===== config.mk =====
export PLATFORM = sky130hd
export DESIGN_NAME = level_trigger_acquisition_timer
export DESIGN_NICKNAME = d
export VERILOG_FILES = /design/src/include/level_trigger_acquisition_timer_pkg.sv /design/src/verilog/level_trigger_acquisition_timer.sv /design/src/verilog/us_timebase.sv
export VERILOG_INCLUDE_DIRS = /design/src /design/src/include
export SDC_FILE = /design/constraint.sdc
export NUM_CORES = 1
export LEC_CHECK = 0
export BUFFER_PORTS_ARGS = -buffer_cell sky130_fd_sc_hd__buf_2
export CORE_MARGIN = 8
export CORE_UTILIZATION = 25
export CTS_BUF_LIST = sky130_fd_sc_hd__clkbuf_2
export CTS_CLUSTER_DIAMETER = 150
export DETAILED_ROUTE_END_ITERATION = 10
export MAX_ROUTING_LAYER = met4
export PLACE_DENSITY = 0.48
export SETUP_SLACK_MARGIN = 0.2
export SLEW_MARGIN = 25
export SYNTH_ARGS = -nofsm -noshare
export SYNTH_HDL_FRONTEND = slang
export SYNTH_HIERARCHICAL = 1
export SYNTH_SLANG_ARGS = --single-unit
export TNS_END_PERCENT = 30

===== constraint.sdc =====
create_clock -name clk_sys -period 4 [get_ports clk_sys]
set_clock_uncertainty 0.1 [all_clocks]
set_input_delay 0.6 -clock clk_sys [delete_from_list [all_inputs] [get_ports clk_sys]]
set_output_delay 0.6 -clock clk_sys [all_outputs]
set_load 0.02 [all_outputs]

===== src/include/level_trigger_acquisition_timer_defines.svh =====
// timing constants and widths for the level trigger acquisition timer
`ifndef LEVEL_TRIGGER_ACQUISITION_TIMER_DEFINES_SVH
`define LEVEL_TRIGGER_ACQUISITION_TIMER_DEFINES_SVH

// ----------------------------------------------------------------
// clock and timebase
// ----------------------------------------------------------------
`define LTA_CLK_PERIOD_NS     100
`define LTA_US_IN_NS          1000
`define LTA_CYC_PER_US        (`LTA_US_IN_NS / `LTA_CLK_PERIOD_NS)
`define LTA_RECOG_MIN_NS      20
`define LTA_RECOG_MAX_NS      30
// least time rounds up, never below one cycle
`define LTA_RECOG_CYC         ((`LTA_RECOG_MIN_NS + `LTA_CLK_PERIOD_NS - 1) / `LTA_CLK_PERIOD_NS)

// ----------------------------------------------------------------
// widths
// ----------------------------------------------------------------
`define LTA_TIME_W            24
`define LTA_DELAY_W           19
`define LTA_TB_W              4

// ----------------------------------------------------------------
// variant timing in microseconds (variant 0 / variant 1)
// ----------------------------------------------------------------
`define LTA_V0_MIN_PULSE_US   3800
`define LTA_V0_MAX_PULSE_US   10000000
`define LTA_V0_BUSY1_US       3706
`define LTA_V0_BUSY2_US       3706
`define LTA_V1_MIN_PULSE_US   7200
`define LTA_V1_MAX_PULSE_US   5000000
`define LTA_V1_BUSY1_US       6
`define LTA_V1_BUSY2_US       4977
`define LTA_ACQ_DELAY_MAX_US  335500

`endif


===== src/include/level_trigger_acquisition_timer_pkg.sv =====
// types shared by the level trigger acquisition timer
package level_trigger_acquisition_timer_pkg;

    // acquisition sequence
    typedef enum logic [2:0]
    {
        ST_IDLE,
        ST_BUSY_PRE,
        ST_ACQ_DELAY,
        ST_INTEGRATE,
        ST_BUSY_POST
    } acq_state_type;

    // user settings, all but variant_sel in microseconds
    typedef struct packed
    {
        logic        variant_sel;
        logic [18:0] acquisition_delay_time;
        logic [23:0] single_strobe_delay;
        logic [23:0] single_strobe_width;
        logic [23:0] continuous_strobe_period;
    } acq_config_type;

    // observable state
    typedef struct packed
    {
        logic busy;
        logic integrating;
        logic acq_error;
        logic data_zero;
    } acq_status_type;

endpackage : level_trigger_acquisition_timer_pkg


===== src/verilog/level_trigger_acquisition_timer.sv =====
// level trigger acquisition sequencer with single and continuous strobes
`timescale 1ns/1ps
`include "level_trigger_acquisition_timer_defines.svh"

module level_trigger_acquisition_timer
#(
    parameter int unsigned V0_MIN_PULSE_US = `LTA_V0_MIN_PULSE_US,
    parameter int unsigned V0_BUSY1_US     = `LTA_V0_BUSY1_US,
    parameter int unsigned V0_BUSY2_US     = `LTA_V0_BUSY2_US,
    parameter int unsigned V1_MIN_PULSE_US = `LTA_V1_MIN_PULSE_US,
    parameter int unsigned V1_BUSY1_US     = `LTA_V1_BUSY1_US,
    parameter int unsigned V1_BUSY2_US     = `LTA_V1_BUSY2_US
)
(
    input  wire logic                                     clk_sys,
    input  wire logic                                     arst_n,
    input  wire logic                                     trigger_in,
    input  wire level_trigger_acquisition_timer_pkg::acq_config_type cfg,
    output level_trigger_acquisition_timer_pkg::acq_status_type      status,
    output logic                                          trigger_event,
    output logic                                          acq_done,
    output logic                                          single_strobe,
    output logic                                          continuous_strobe
);
    import level_trigger_acquisition_timer_pkg::*;

    localparam int TW = `LTA_TIME_W;

    // ----------------------------------------------------------------
    // reset release
    // ----------------------------------------------------------------
    logic rst_meta;
    logic rst_n;

    // asynchronous assert, synchronous release
    always_ff @(posedge clk_sys or negedge arst_n)
    begin
        if (!arst_n)
        begin
            rst_meta <= 1'b0;
            rst_n    <= 1'b0;
        end
        else
        begin
            rst_meta <= 1'b1;
            rst_n    <= rst_meta;
        end
    end

    // ----------------------------------------------------------------
    // trigger edge and timebase
    // ----------------------------------------------------------------
    logic          trig_prev;
    logic          tick_us;
    acq_state_type state;
    acq_state_type next_state;

    // new edges count only in idle, so final busy blocks them
    // triggers ignored while busy
    wire trig_rise = trigger_in && !trig_prev && (state == ST_IDLE);
    wire trig_fall = !trigger_in && trig_prev;
    // realign the us tick at the event and again when the window closes, so the
    // final busy time is whole; built from state, not next_state, to avoid a loop
    wire tick_restart = trigger_event
                     || (trig_fall && ((state == ST_BUSY_PRE) || (state == ST_ACQ_DELAY) || (state == ST_INTEGRATE)));

    // event one clock after the edge
    always_ff @(posedge clk_sys or negedge rst_n)
    begin
        if (!rst_n)
        begin
            trig_prev     <= 1'b0;
            trigger_event <= 1'b0;
        end
        else
        begin
            trig_prev     <= trigger_in;
            trigger_event <= trig_rise;
        end
    end

    us_timebase u_timebase
    (
        .clk_sys (clk_sys),
        .rst_n   (rst_n),
        .restart (tick_restart),
        .tick_us (tick_us)
    );

    // ----------------------------------------------------------------
    // variant selection
    // ----------------------------------------------------------------
    wire [TW-1:0] min_pulse_us = cfg.variant_sel ? TW'(V1_MIN_PULSE_US) : TW'(V0_MIN_PULSE_US);
    wire [TW-1:0] busy1_us     = cfg.variant_sel ? TW'(V1_BUSY1_US) : TW'(V0_BUSY1_US);
    wire [TW-1:0] busy2_us     = cfg.variant_sel ? TW'(V1_BUSY2_US) : TW'(V0_BUSY2_US);

    // ----------------------------------------------------------------
    // counters
    // ----------------------------------------------------------------
    logic [TW-1:0] phase_us;     // microseconds spent in current state
    logic [TW-1:0] pulse_us;     // trigger high time since the event
    logic [TW-1:0] integ_us;     // microseconds into integration
    logic [TW-1:0] cs_count;
    logic          cs_level;
    logic          busy_flag;
    logic          integ_flag;
    logic          error_flag;
    logic          zero_flag;

    // status word gathered from its flag registers, one driver each
    assign status = '{busy: busy_flag, integrating: integ_flag, acq_error: error_flag, data_zero: zero_flag};

    wire           state_change = (next_state != state);
    wire [TW-1:0]  phase_inc    = phase_us + TW'(1);
    wire           busy1_done   = tick_us && (phase_inc == busy1_us);
    wire           delay_done   = tick_us && (phase_inc == TW'(cfg.acquisition_delay_time));
    wire           busy2_done   = tick_us && (phase_inc == busy2_us);
    wire           no_delay     = (cfg.acquisition_delay_time == '0);
    wire           in_window    = (state == ST_BUSY_PRE) || (state == ST_ACQ_DELAY) || (state == ST_INTEGRATE);
    // a pulse below the minimum is an error
    wire           short_pulse  = (pulse_us < min_pulse_us);

    // ----------------------------------------------------------------
    // sequencer
    // ----------------------------------------------------------------
    // trigger fall wins over every timer in the window
    always_comb
    begin
        next_state = state;
        case (state)
            ST_IDLE:
                if (trigger_event)
                    next_state = ST_BUSY_PRE;
            ST_BUSY_PRE:
                if (trig_fall)
                    next_state = ST_BUSY_POST;
                else if (busy1_done)
                    next_state = no_delay ? ST_INTEGRATE : ST_ACQ_DELAY;
            ST_ACQ_DELAY:
                if (trig_fall)
                    next_state = ST_BUSY_POST;
                else if (delay_done)
                    next_state = ST_INTEGRATE;
            // integrate while the trigger stays high
            ST_INTEGRATE:
                if (trig_fall)
                    next_state = ST_BUSY_POST;
            ST_BUSY_POST:
                if (busy2_done)
                    next_state = ST_IDLE;
            default:
                next_state = ST_IDLE;
        endcase
    end

    // state register and phase counter
    always_ff @(posedge clk_sys or negedge rst_n)
    begin
        if (!rst_n)
        begin
            state    <= ST_IDLE;
            phase_us <= '0;
        end
        else
        begin
            state <= next_state;
            if (state_change)
                phase_us <= '0;
            else if (tick_us)
                phase_us <= phase_inc;
        end
    end

    // pulse width measured from the event, saturating
    always_ff @(posedge clk_sys or negedge rst_n)
    begin
        if (!rst_n)
            pulse_us <= '0;
        else if (trigger_event)
            pulse_us <= '0;
        else if (in_window && tick_us && pulse_us != '1)
            pulse_us <= pulse_us + TW'(1);
    end

    // error and zeroed data held until the next event
    always_ff @(posedge clk_sys or negedge rst_n)
    begin
        if (!rst_n)
        begin
            error_flag <= 1'b0;
            zero_flag  <= 1'b0;
        end
        else if (trigger_event)
        begin
            error_flag <= 1'b0;
            zero_flag  <= 1'b0;
        end
        else if (in_window && trig_fall && short_pulse)
        begin
            error_flag <= 1'b1;
            zero_flag  <= 1'b1;
        end
    end

    // status levels and end-of-cycle pulse
    always_ff @(posedge clk_sys or negedge rst_n)
    begin
        if (!rst_n)
        begin
            busy_flag  <= 1'b0;
            integ_flag <= 1'b0;
            acq_done   <= 1'b0;
        end
        else
        begin
            busy_flag  <= (next_state != ST_IDLE);
            integ_flag <= (next_state == ST_INTEGRATE);
            acq_done   <= (state == ST_BUSY_POST) && busy2_done;
        end
    end

    // ----------------------------------------------------------------
    // strobes
    // ----------------------------------------------------------------
    wire          integ_next  = (next_state == ST_INTEGRATE);
    wire          integ_start = integ_next && (state != ST_INTEGRATE);
    wire [TW:0]   ss_end      = {1'b0, cfg.single_strobe_delay} + {1'b0, cfg.single_strobe_width};
    // zero width never fires; the window closes with integration
    wire          ss_window   = (integ_us >= cfg.single_strobe_delay) && ({1'b0, integ_us} < ss_end);
    wire          cs_enable   = (cfg.continuous_strobe_period != '0);
    wire          cs_wrap     = (cs_count == cfg.continuous_strobe_period - TW'(1));

    // integration clock in microseconds
    always_ff @(posedge clk_sys or negedge rst_n)
    begin
        if (!rst_n)
            integ_us <= '0;
        else if (integ_start)
            integ_us <= '0;
        else if (state == ST_INTEGRATE && tick_us && integ_us != '1)
            integ_us <= integ_us + TW'(1);
    end

    // continuous strobe toggles every programmed interval
    always_ff @(posedge clk_sys or negedge rst_n)
    begin
        if (!rst_n)
        begin
            cs_count <= '0;
            cs_level <= 1'b0;
        end
        else if (!integ_next || integ_start)
        begin
            cs_count <= '0;
            cs_level <= integ_start && cs_enable;
        end
        else if (tick_us && cs_enable)
        begin
            cs_count <= cs_wrap ? '0 : cs_count + TW'(1);
            if (cs_wrap)
                cs_level <= !cs_level;
        end
    end

    // strobe outputs gated by the next state so they drop with integration
    always_ff @(posedge clk_sys or negedge rst_n)
    begin
        if (!rst_n)
        begin
            single_strobe     <= 1'b0;
            continuous_strobe <= 1'b0;
        end
        else
        begin
            single_strobe     <= integ_next && !integ_start && ss_window;
            continuous_strobe <= integ_next && cs_level;
        end
    end

endmodule : level_trigger_acquisition_timer


===== src/verilog/us_timebase.sv =====
// restartable 1 us tick generator
`timescale 1ns/1ps
`include "level_trigger_acquisition_timer_defines.svh"

module us_timebase
(
    input  wire logic clk_sys,
    input  wire logic rst_n,
    input  wire logic restart,
    output logic      tick_us
);

    localparam logic [`LTA_TB_W-1:0] LAST = `LTA_TB_W'(`LTA_CYC_PER_US - 1);

    logic [`LTA_TB_W-1:0] count;
    logic [`LTA_TB_W-1:0] next_count;
    wire                  at_last = (count == LAST);

    // restart aligns the first tick exactly one us after the event
    assign next_count = (restart || at_last) ? '0 : count + `LTA_TB_W'(1);
    assign tick_us    = at_last && !restart;

    // divider register
    always_ff @(posedge clk_sys or negedge rst_n)
    begin
        if (!rst_n)
            count <= '0;
        else
            count <= next_count;
    end

endmodule : us_timebase


After elaboration in Yosys (flattened, before gate mapping)
Cells that the tools add are included.
{ "totals": {"reg_bits": 114, "input_bits": 95, "elab_cells": 111, "output_inout_bits": 8} }
{ "op_classes": {"mux": 27, "n_eq_ne": 14, "n_reduce_logical": 43, "add_sub_neg": 7, "order_cmp": 3} }
{ "ops": {"columns": ["operator", "count"], "rows": [
  ["$mux W24", 9],
  ["$add A24 B1 Y24 const B", 4],
  ["$ne A24 B24 Y1 const B", 2],
  ["$mux W13", 2],
  ["$add A24 B24 Y25", 1],
  ["$lt A24 B25 Y1", 1],
  ["$eq A24 B12 Y1", 1],
  ["$eq A24 B13 Y1", 1],
  ["$eq A24 B19 Y1", 1],
  ["$eq A24 B24 Y1", 1],
  ["$ge A24 B24 Y1", 1],
  ["$lt A24 B13 Y1", 1],
  ["$reduce_bool A24 Y1", 1],
  ["$sub A24 B1 Y24 const B", 1],
  ["$logic_and A1 B1 Y1", 21],
  ["$mux W3", 7],
  ["$logic_not A19 Y1", 1],
  ["$pmux W3 S5", 1],
  ["$mux W12", 1],
  ["$reduce_bool A2 Y1", 6],
  ["$eq A3 B2 Y1 const B", 3],
  ["$logic_not A1 Y1", 6],
  ["$mux W1", 6],
  ["$logic_or A1 B1 Y1", 5],
  ["other kinds (10)", 10]
]} }

Longest topological paths before layout
{ "logic_depth": {"depth_word": 16, "ltp_mapped": 19, "mapped_depth_nobuf": 19} }

Cells and area by module
Netlist, hierarchy kept.
{ "modules_own_cells": {"columns": ["mod", "area_each_um2", "cells_per_inst", "n_inst", "seq_area_each_um2"], "rows": [
  ["level_trigger_acquisition_timer", 9927.0, 1209, 1, 2752.6],
  ["us_timebase", 205.2, 20, 1, 100.1]
]} }

Worst setup path after synthesis
OpenSTA, ideal clock, no wires.
{ "synth_path": {"path_kind": "input to register", "startpoint": "in cfg[24] (netlist bit)", "endpoint": "reg single_strobe", "setup_time_ns": 0.066, "t_arrival_ns": 3.698, "path_stages": 19, "n_path_buf": 0, "setup_slack_ns": 0.135, "required_time_ns": 3.834, "path_cell_list": "ha_1 inv_1 fa_1 nor2b_1 o21ai_0 a21oi_1 o221ai_1 nand2b_1 xnor2_1 ha_1 a21o_1 a21o_1 a21o_1 a21o_1 a21o_1 a21o_1 a221oi_1 o31a_1 o32a_1"} }
{ "synth_between": {"elab_chain_cells": 4} }
{ "synth_rtl": {"columns": ["element", "line", "rtl"], "rows": [
  ["start, declared", "level_trigger_acquisition_timer.sv:18", "input wire level_trigger_acquisition_timer_pkg::acq_config_type cfg,"],
  ["$add A24 B24 Y25", "level_trigger_acquisition_timer.sv:227", "wire [TW:0] ss_end = {1'b0, cfg.single_strobe_delay} + {1'b0, cfg.single_strobe_width};"],
  ["$lt A24 B25 Y1", "level_trigger_acquisition_timer.sv:229", "wire ss_window = (integ_us >= cfg.single_strobe_delay) && ({1'b0, integ_us} < ss_end);"],
  ["$logic_and A1 B1 Y1", "level_trigger_acquisition_timer.sv:229", null],
  ["$logic_and A1 B1 Y1", "level_trigger_acquisition_timer.sv:275", "single_strobe <= integ_next && !integ_start && ss_window;"],
  ["end signal, assigned", "level_trigger_acquisition_timer.sv:275", null],
  ["end, declared", "level_trigger_acquisition_timer.sv:22", "output logic single_strobe,"]
]} }
No other way between the ends.
A chain may end at the register's enable or synchronous reset.

Worst setup path in the final report
Same ends and word-level chain as after synthesis.

==> report_table.html <==
<table>
<tr><th>Metric</th><th>Value</th></tr>
<tr><th colspan="2">CTS</th></tr>
<tr><td>Sinks on the clock net</td><td>114</td></tr>
<tr><td>Number of buffers between clock root and the deepest sink</td><td>2</td></tr>
<tr><td>Htree depth</td><td>4</td></tr>
<tr><td>TritonCTS clock tree</td><td>done</td></tr>
<tr><td>Total clock buffers created by CTS</td><td>17</td></tr>
<tr><td>Cell at the root of the clock tree</td><td>sky130_fd_sc_hd__clkbuf_2</td></tr>
<tr><td>Clock latency reported for the late side of the worst-skew pair</td><td>670 ps</td></tr>
<tr><td>Worst-path clk slew</td><td>190 ps</td></tr>
<tr><th colspan="2">Critical path</th></tr>
<tr><td>Longest individual stage delay on the worst path</td><td>310 ps</td></tr>
<tr><td>Library cell contributing the largest single delay on the critical path</td><td>sky130_fd_sc_hd__ha_1</td></tr>
<tr><td>Endpoint kind of the worst setup timing path</td><td>register</td></tr>
<tr><td>Required time at the worst-slack endpoint</td><td>4520 ps</td></tr>
<tr><td>Logic depth of the worst register-to-register path</td><td>9</td></tr>
<tr><td>Startpoint kind of the worst setup timing path</td><td>input port</td></tr>
<tr><td>Cell count along the critical path</td><td>20</td></tr>
<tr><td>Top Family by Delay on Critical Path</td><td>compound AO/OA/AOI/OAI gates</td></tr>
<tr><td>Kind of critical path</td><td>input port to register</td></tr>
<tr><td>Cells along the critical path</td><td>buf_2 -&gt; ha_1 -&gt; inv_1 -&gt; fa_2 -&gt; nor2b_1 -&gt; o21ai_0 -&gt; a21oi_1 -&gt; o221ai_2 -&gt; nand2b_1 -&gt; xnor2_1 -&gt; ha_1 -&gt; a21o_1 -&gt; a21o_1 -&gt; a21o_1 -&gt; a21o_1 -&gt; a21o_1 -&gt; a21o_1 -&gt; a221oi_2 -&gt; o31a_1 -&gt; o32a_1</td></tr>
<tr><td>Top cell by count, worst path</td><td>sky130_fd_sc_hd__a21o_1</td></tr>
<tr><td>Arr. time, crit path</td><td>4150 ps</td></tr>
<tr><td>Maximum fanout encountered on the critical timing path</td><td>3</td></tr>
<tr><td>Worst path bufs/invs</td><td>2</td></tr>
<tr><th colspan="2">Floorplanning</th></tr>
<tr><td>Height of the chip</td><td>217 µm</td></tr>
<tr><td>Number of standard-cell rows in the floorplan</td><td>73</td></tr>
<tr><td>I/O pin total</td><td>103</td></tr>
<tr><td>Floorplan core area</td><td>39900 µm²</td></tr>
<tr><td>Die area</td><td>47200 µm²</td></tr>
<tr><td>Die Span X</td><td>217 µm</td></tr>
<tr><td>Initial cell density of the core</td><td>25.4%</td></tr>
<tr><th colspan="2">Yosys</th></tr>
<tr><td>Share of synthesized registers carrying an async set or reset</td><td>100%</td></tr>
<tr><td>Number of synthesized flops with an enable pin</td><td>0</td></tr>
<tr><td>Most numerous cell types in the synthesized netlist</td><td>139 x sky130_fd_sc_hd__nor2_1, 114 x sky130_fd_sc_hd__dfrtp_1, 103 x sky130_fd_sc_hd__nand2_1</td></tr>
<tr><td>Library cell occupying the most area in the post-synthesis netlist</td><td>sky130_fd_sc_hd__dfrtp_1</td></tr>
<tr><td>Proportion of netlist area held by the largest area contributor</td><td>28.2%</td></tr>
<tr><td>Most used standard cell by instance count after synthesis</td><td>sky130_fd_sc_hd__nor2_1</td></tr>
<tr><td>Syn Inst Count</td><td>1229</td></tr>
<tr><td>Syn nets</td><td>1411</td></tr>
<tr><td>Sequential area share after synthesis</td><td>28.2%</td></tr>
<tr><td>Per-instance average area after synthesis</td><td>8.24 µm²</td></tr>
<tr><td>Count of unique library cells instantiated by Yosys</td><td>78</td></tr>
<tr><td>Flip-flop cell with the highest count after synthesis</td><td>sky130_fd_sc_hd__dfrtp_1</td></tr>
<tr><td>Number of synthesized register bits</td><td>114</td></tr>
<tr><td>Netlist Area Pre-Place</td><td>10100 µm²</td></tr>
<tr><td>Leading cell types by total area after synthesis</td><td>sky130_fd_sc_hd__dfrtp_1 28%, sky130_fd_sc_hd__ha_1 11%, sky130_fd_sc_hd__xnor2_1 7.0%</td></tr>
<tr><td>YS warnings</td><td>6</td></tr>
<tr><th colspan="2">Route</th></tr>
<tr><td>Vias post-DR</td><td>9289</td></tr>
<tr><td>Met2 routed wirelength</td><td>12800 µm</td></tr>
<tr><td>Pre-Repair DR Iteration Count</td><td>5</td></tr>
<tr><td>DRC</td><td>0</td></tr>
<tr><td>First-iteration detailed-routing DRC count</td><td>505</td></tr>
<tr><td>Number of nets with antenna violations after detailed routing</td><td>0</td></tr>
<tr><td>Routed metal-1 wire length</td><td>14200 µm</td></tr>
<tr><td>Detail Route met3 WL</td><td>893 µm</td></tr>
<tr><td>Overall routed net length</td><td>28100 µm</td></tr>
<tr><td>Post-DR vias/cell</td><td>4.83</td></tr>
<tr><td>Routed len/inst</td><td>14.6 µm</td></tr>
<tr><td>Uppermost layer routed</td><td>met4</td></tr>
<tr><th colspan="2">GRT</th></tr>
<tr><td>Global-route wire length before repair</td><td>46900 µm</td></tr>
<tr><td>Antenna violations before repair</td><td>1</td></tr>
<tr><td>Largest net degree at the start of global routing</td><td>66</td></tr>
<tr><td>Via count of the first global-routing pass</td><td>9127</td></tr>
<tr><td>Aggregate global routing overflow</td><td>0</td></tr>
<tr><td>All-Layer GR Usage</td><td>12.2%</td></tr>
<tr><th colspan="2">Pwr</th></tr>
<tr><td>Standby leakage power</td><td>5.45 nW</td></tr>
<tr><td>PnR Total Power</td><td>3.03 mW</td></tr>
<tr><td>Peak VDD IR</td><td>0.000132 V</td></tr>
<tr><td>Power density cells</td><td>251 nW/µm²</td></tr>
<tr><th colspan="2">Timing</th></tr>
<tr><td>Max-Slew Margin vs Limit</td><td>40.8%</td></tr>
<tr><td>Number of slew-limit violations in the final report</td><td>0</td></tr>
<tr><td>Final worst path period need</td><td>3630 ps</td></tr>
<tr><td>Worst Hold Margin</td><td>120 ps</td></tr>
<tr><td>Setup TNS</td><td>0 ps</td></tr>
<tr><td>Setup repair after global routing missed its margin</td><td>yes</td></tr>
<tr><td>Final setup violation count</td><td>0</td></tr>
<tr><td>Top achievable clock speed</td><td>0.275 GHz</td></tr>
<tr><td>Hold Fails Final Rpt</td><td>0</td></tr>
<tr><td>Worst Slack Setup Final</td><td>367 ps</td></tr>
<tr><td>Part of the cycle the worst path needs</td><td>90.8%</td></tr>
<tr><td>Slew of the pin with the lowest slew margin</td><td>888 ps</td></tr>
<tr><th colspan="2">Final layout</th></tr>
<tr><td>Number of standard cells in the final layout excluding fillers</td><td>1922</td></tr>
<tr><td>Share of the core filled with cells in the final layout</td><td>30.1%</td></tr>
<tr><td>Total Nets Final</td><td>1565</td></tr>
<tr><td>P&amp;R area growth vs syn</td><td>18.8%</td></tr>
<tr><td>Fraction of layout cells with a size suffix above 1</td><td>18.2%</td></tr>
<tr><td>Area of all placed cells without fillers</td><td>12000 µm²</td></tr>
<tr><th colspan="2">Run</th></tr>
<tr><td>Max-Cap Viols</td><td>0</td></tr>
<tr><th colspan="2">Place</th></tr>
<tr><td>Worst setup slack after placement</td><td>-396 ps</td></tr>
<tr><td>Placer's final routability congestion estimate</td><td>0.820</td></tr>
<tr><td>Cells after DPL</td><td>1886</td></tr>
<tr><td>Port-buffer cells</td><td>102</td></tr>
<tr><td>Post-DP HPWL</td><td>22000 µm</td></tr>
<tr><td>Placement-stage cell area</td><td>11700 µm²</td></tr>
<tr><th colspan="2">Hold path</th></tr>
<tr><td>Path category of the worst min-delay check</td><td>input port to async pin</td></tr>
<tr><th colspan="2">Run status</th></tr>
<tr><td>Status</td><td>completed</td></tr>
</table>
-- what timing repair did --
| action | in CTS | in global routing |
|---|---|---|
| setup endpoints to repair | 0 | 41 |
| hold buffers | 2 | 0 |
| setup buffers | 0 | 1 |
| endpoints found under the hold margin | 4 | 0 |
| gates resized for setup | 0 | 3 |
-- cell type report --
type                       count  area (µm²)
tap                          525         657
fill                        4259       27900
clock inverter                15         155
multi-input combinational   1004        6840
clock buffer                  17        85.1
inverter                      55         206
sequential                   114        2860
timing repair buffer         191        1230
antenna                        1        2.50
-- worst reg2reg max path: stages (launching register included) --
cell and delay, ps:
sky130_fd_sc_hd__dfrtp_1 500, sky130_fd_sc_hd__nand4_1 290, sky130_fd_sc_hd__or4_4 610, sky130_fd_sc_hd__a21oi_1 160, sky130_fd_sc_hd__mux2i_1 90, sky130_fd_sc_hd__or4b_1 600
sky130_fd_sc_hd__or3_1 410, sky130_fd_sc_hd__o21ai_4 220, sky130_fd_sc_hd__nand2_1 100, sky130_fd_sc_hd__or3_1 410
-- path summary, 6_finish.rpt --
path                         startpoint            end  slack (ps)
setup reg to reg           phase_us[10]      busy_flag         400
hold / removal                   arst_n          rst_n         120
min in group clk_sys           rst_meta          rst_n         280
max in group asynchronous         rst_n   phase_us[11]        2580
setup / recovery                cfg[24]  single_strobe         370
hold reg to reg                rst_meta          rst_n         280
-- metal layers --
layer | GRT usage [%] | vias up
li1 | - | 4709
met1 | 16.7 | 4414
met2 | 18.9 | 146
met3 | 2.19 | 20
met4 | 1.96 | 0
met5 | - | -
-- kinds of logic after synthesis --
group	count (synthesis)	share of synthesized area [%]
DFF	114	28.2
other	1	0.0370
adders and majority gates	87	10.8
AOI/OAI and AO/OA	213	13.7
buffers and inverters	111	4.77
muxes	9	0.889
xor gates and xnor gates	163	14.2
and+or+nand+nor	531	27.4
-- state kept, by name, indices dropped and copies added (netlist names), 3 cells and up --
register and cells:
pulse_us 24, cs_count 24, state 3, phase_us 24
integ_us 24, u_timebase/count 4
-- power by group --
part	switching [mW]	leakage, nW	total, mW	internal [mW]
logic	0.542	3.74	0.939	0.397
clock network	0.526	0.143	0.819	0.293
registers	0.0648	1.57	1.27	1.20
total	1.13	5.45	3.03	1.89
-- cell usage in the layout (no fill, tap or decap), types with 55 or more instances in the layout --
master / n
sky130_fd_sc_hd__nor2_1: 139
sky130_fd_sc_hd__dfrtp_1: 113
sky130_fd_sc_hd__nand2_1: 103
sky130_fd_sc_hd__buf_2: 102
sky130_fd_sc_hd__ha_1: 86
sky130_fd_sc_hd__buf_4: 83
sky130_fd_sc_hd__xnor2_1: 81
sky130_fd_sc_hd__xor2_1: 81
sky130_fd_sc_hd__a21oi_1: 71
sky130_fd_sc_hd__nand3_1: 58
sky130_fd_sc_hd__inv_1: 55
Note: power is estimated with default switching activity, not from simulation.
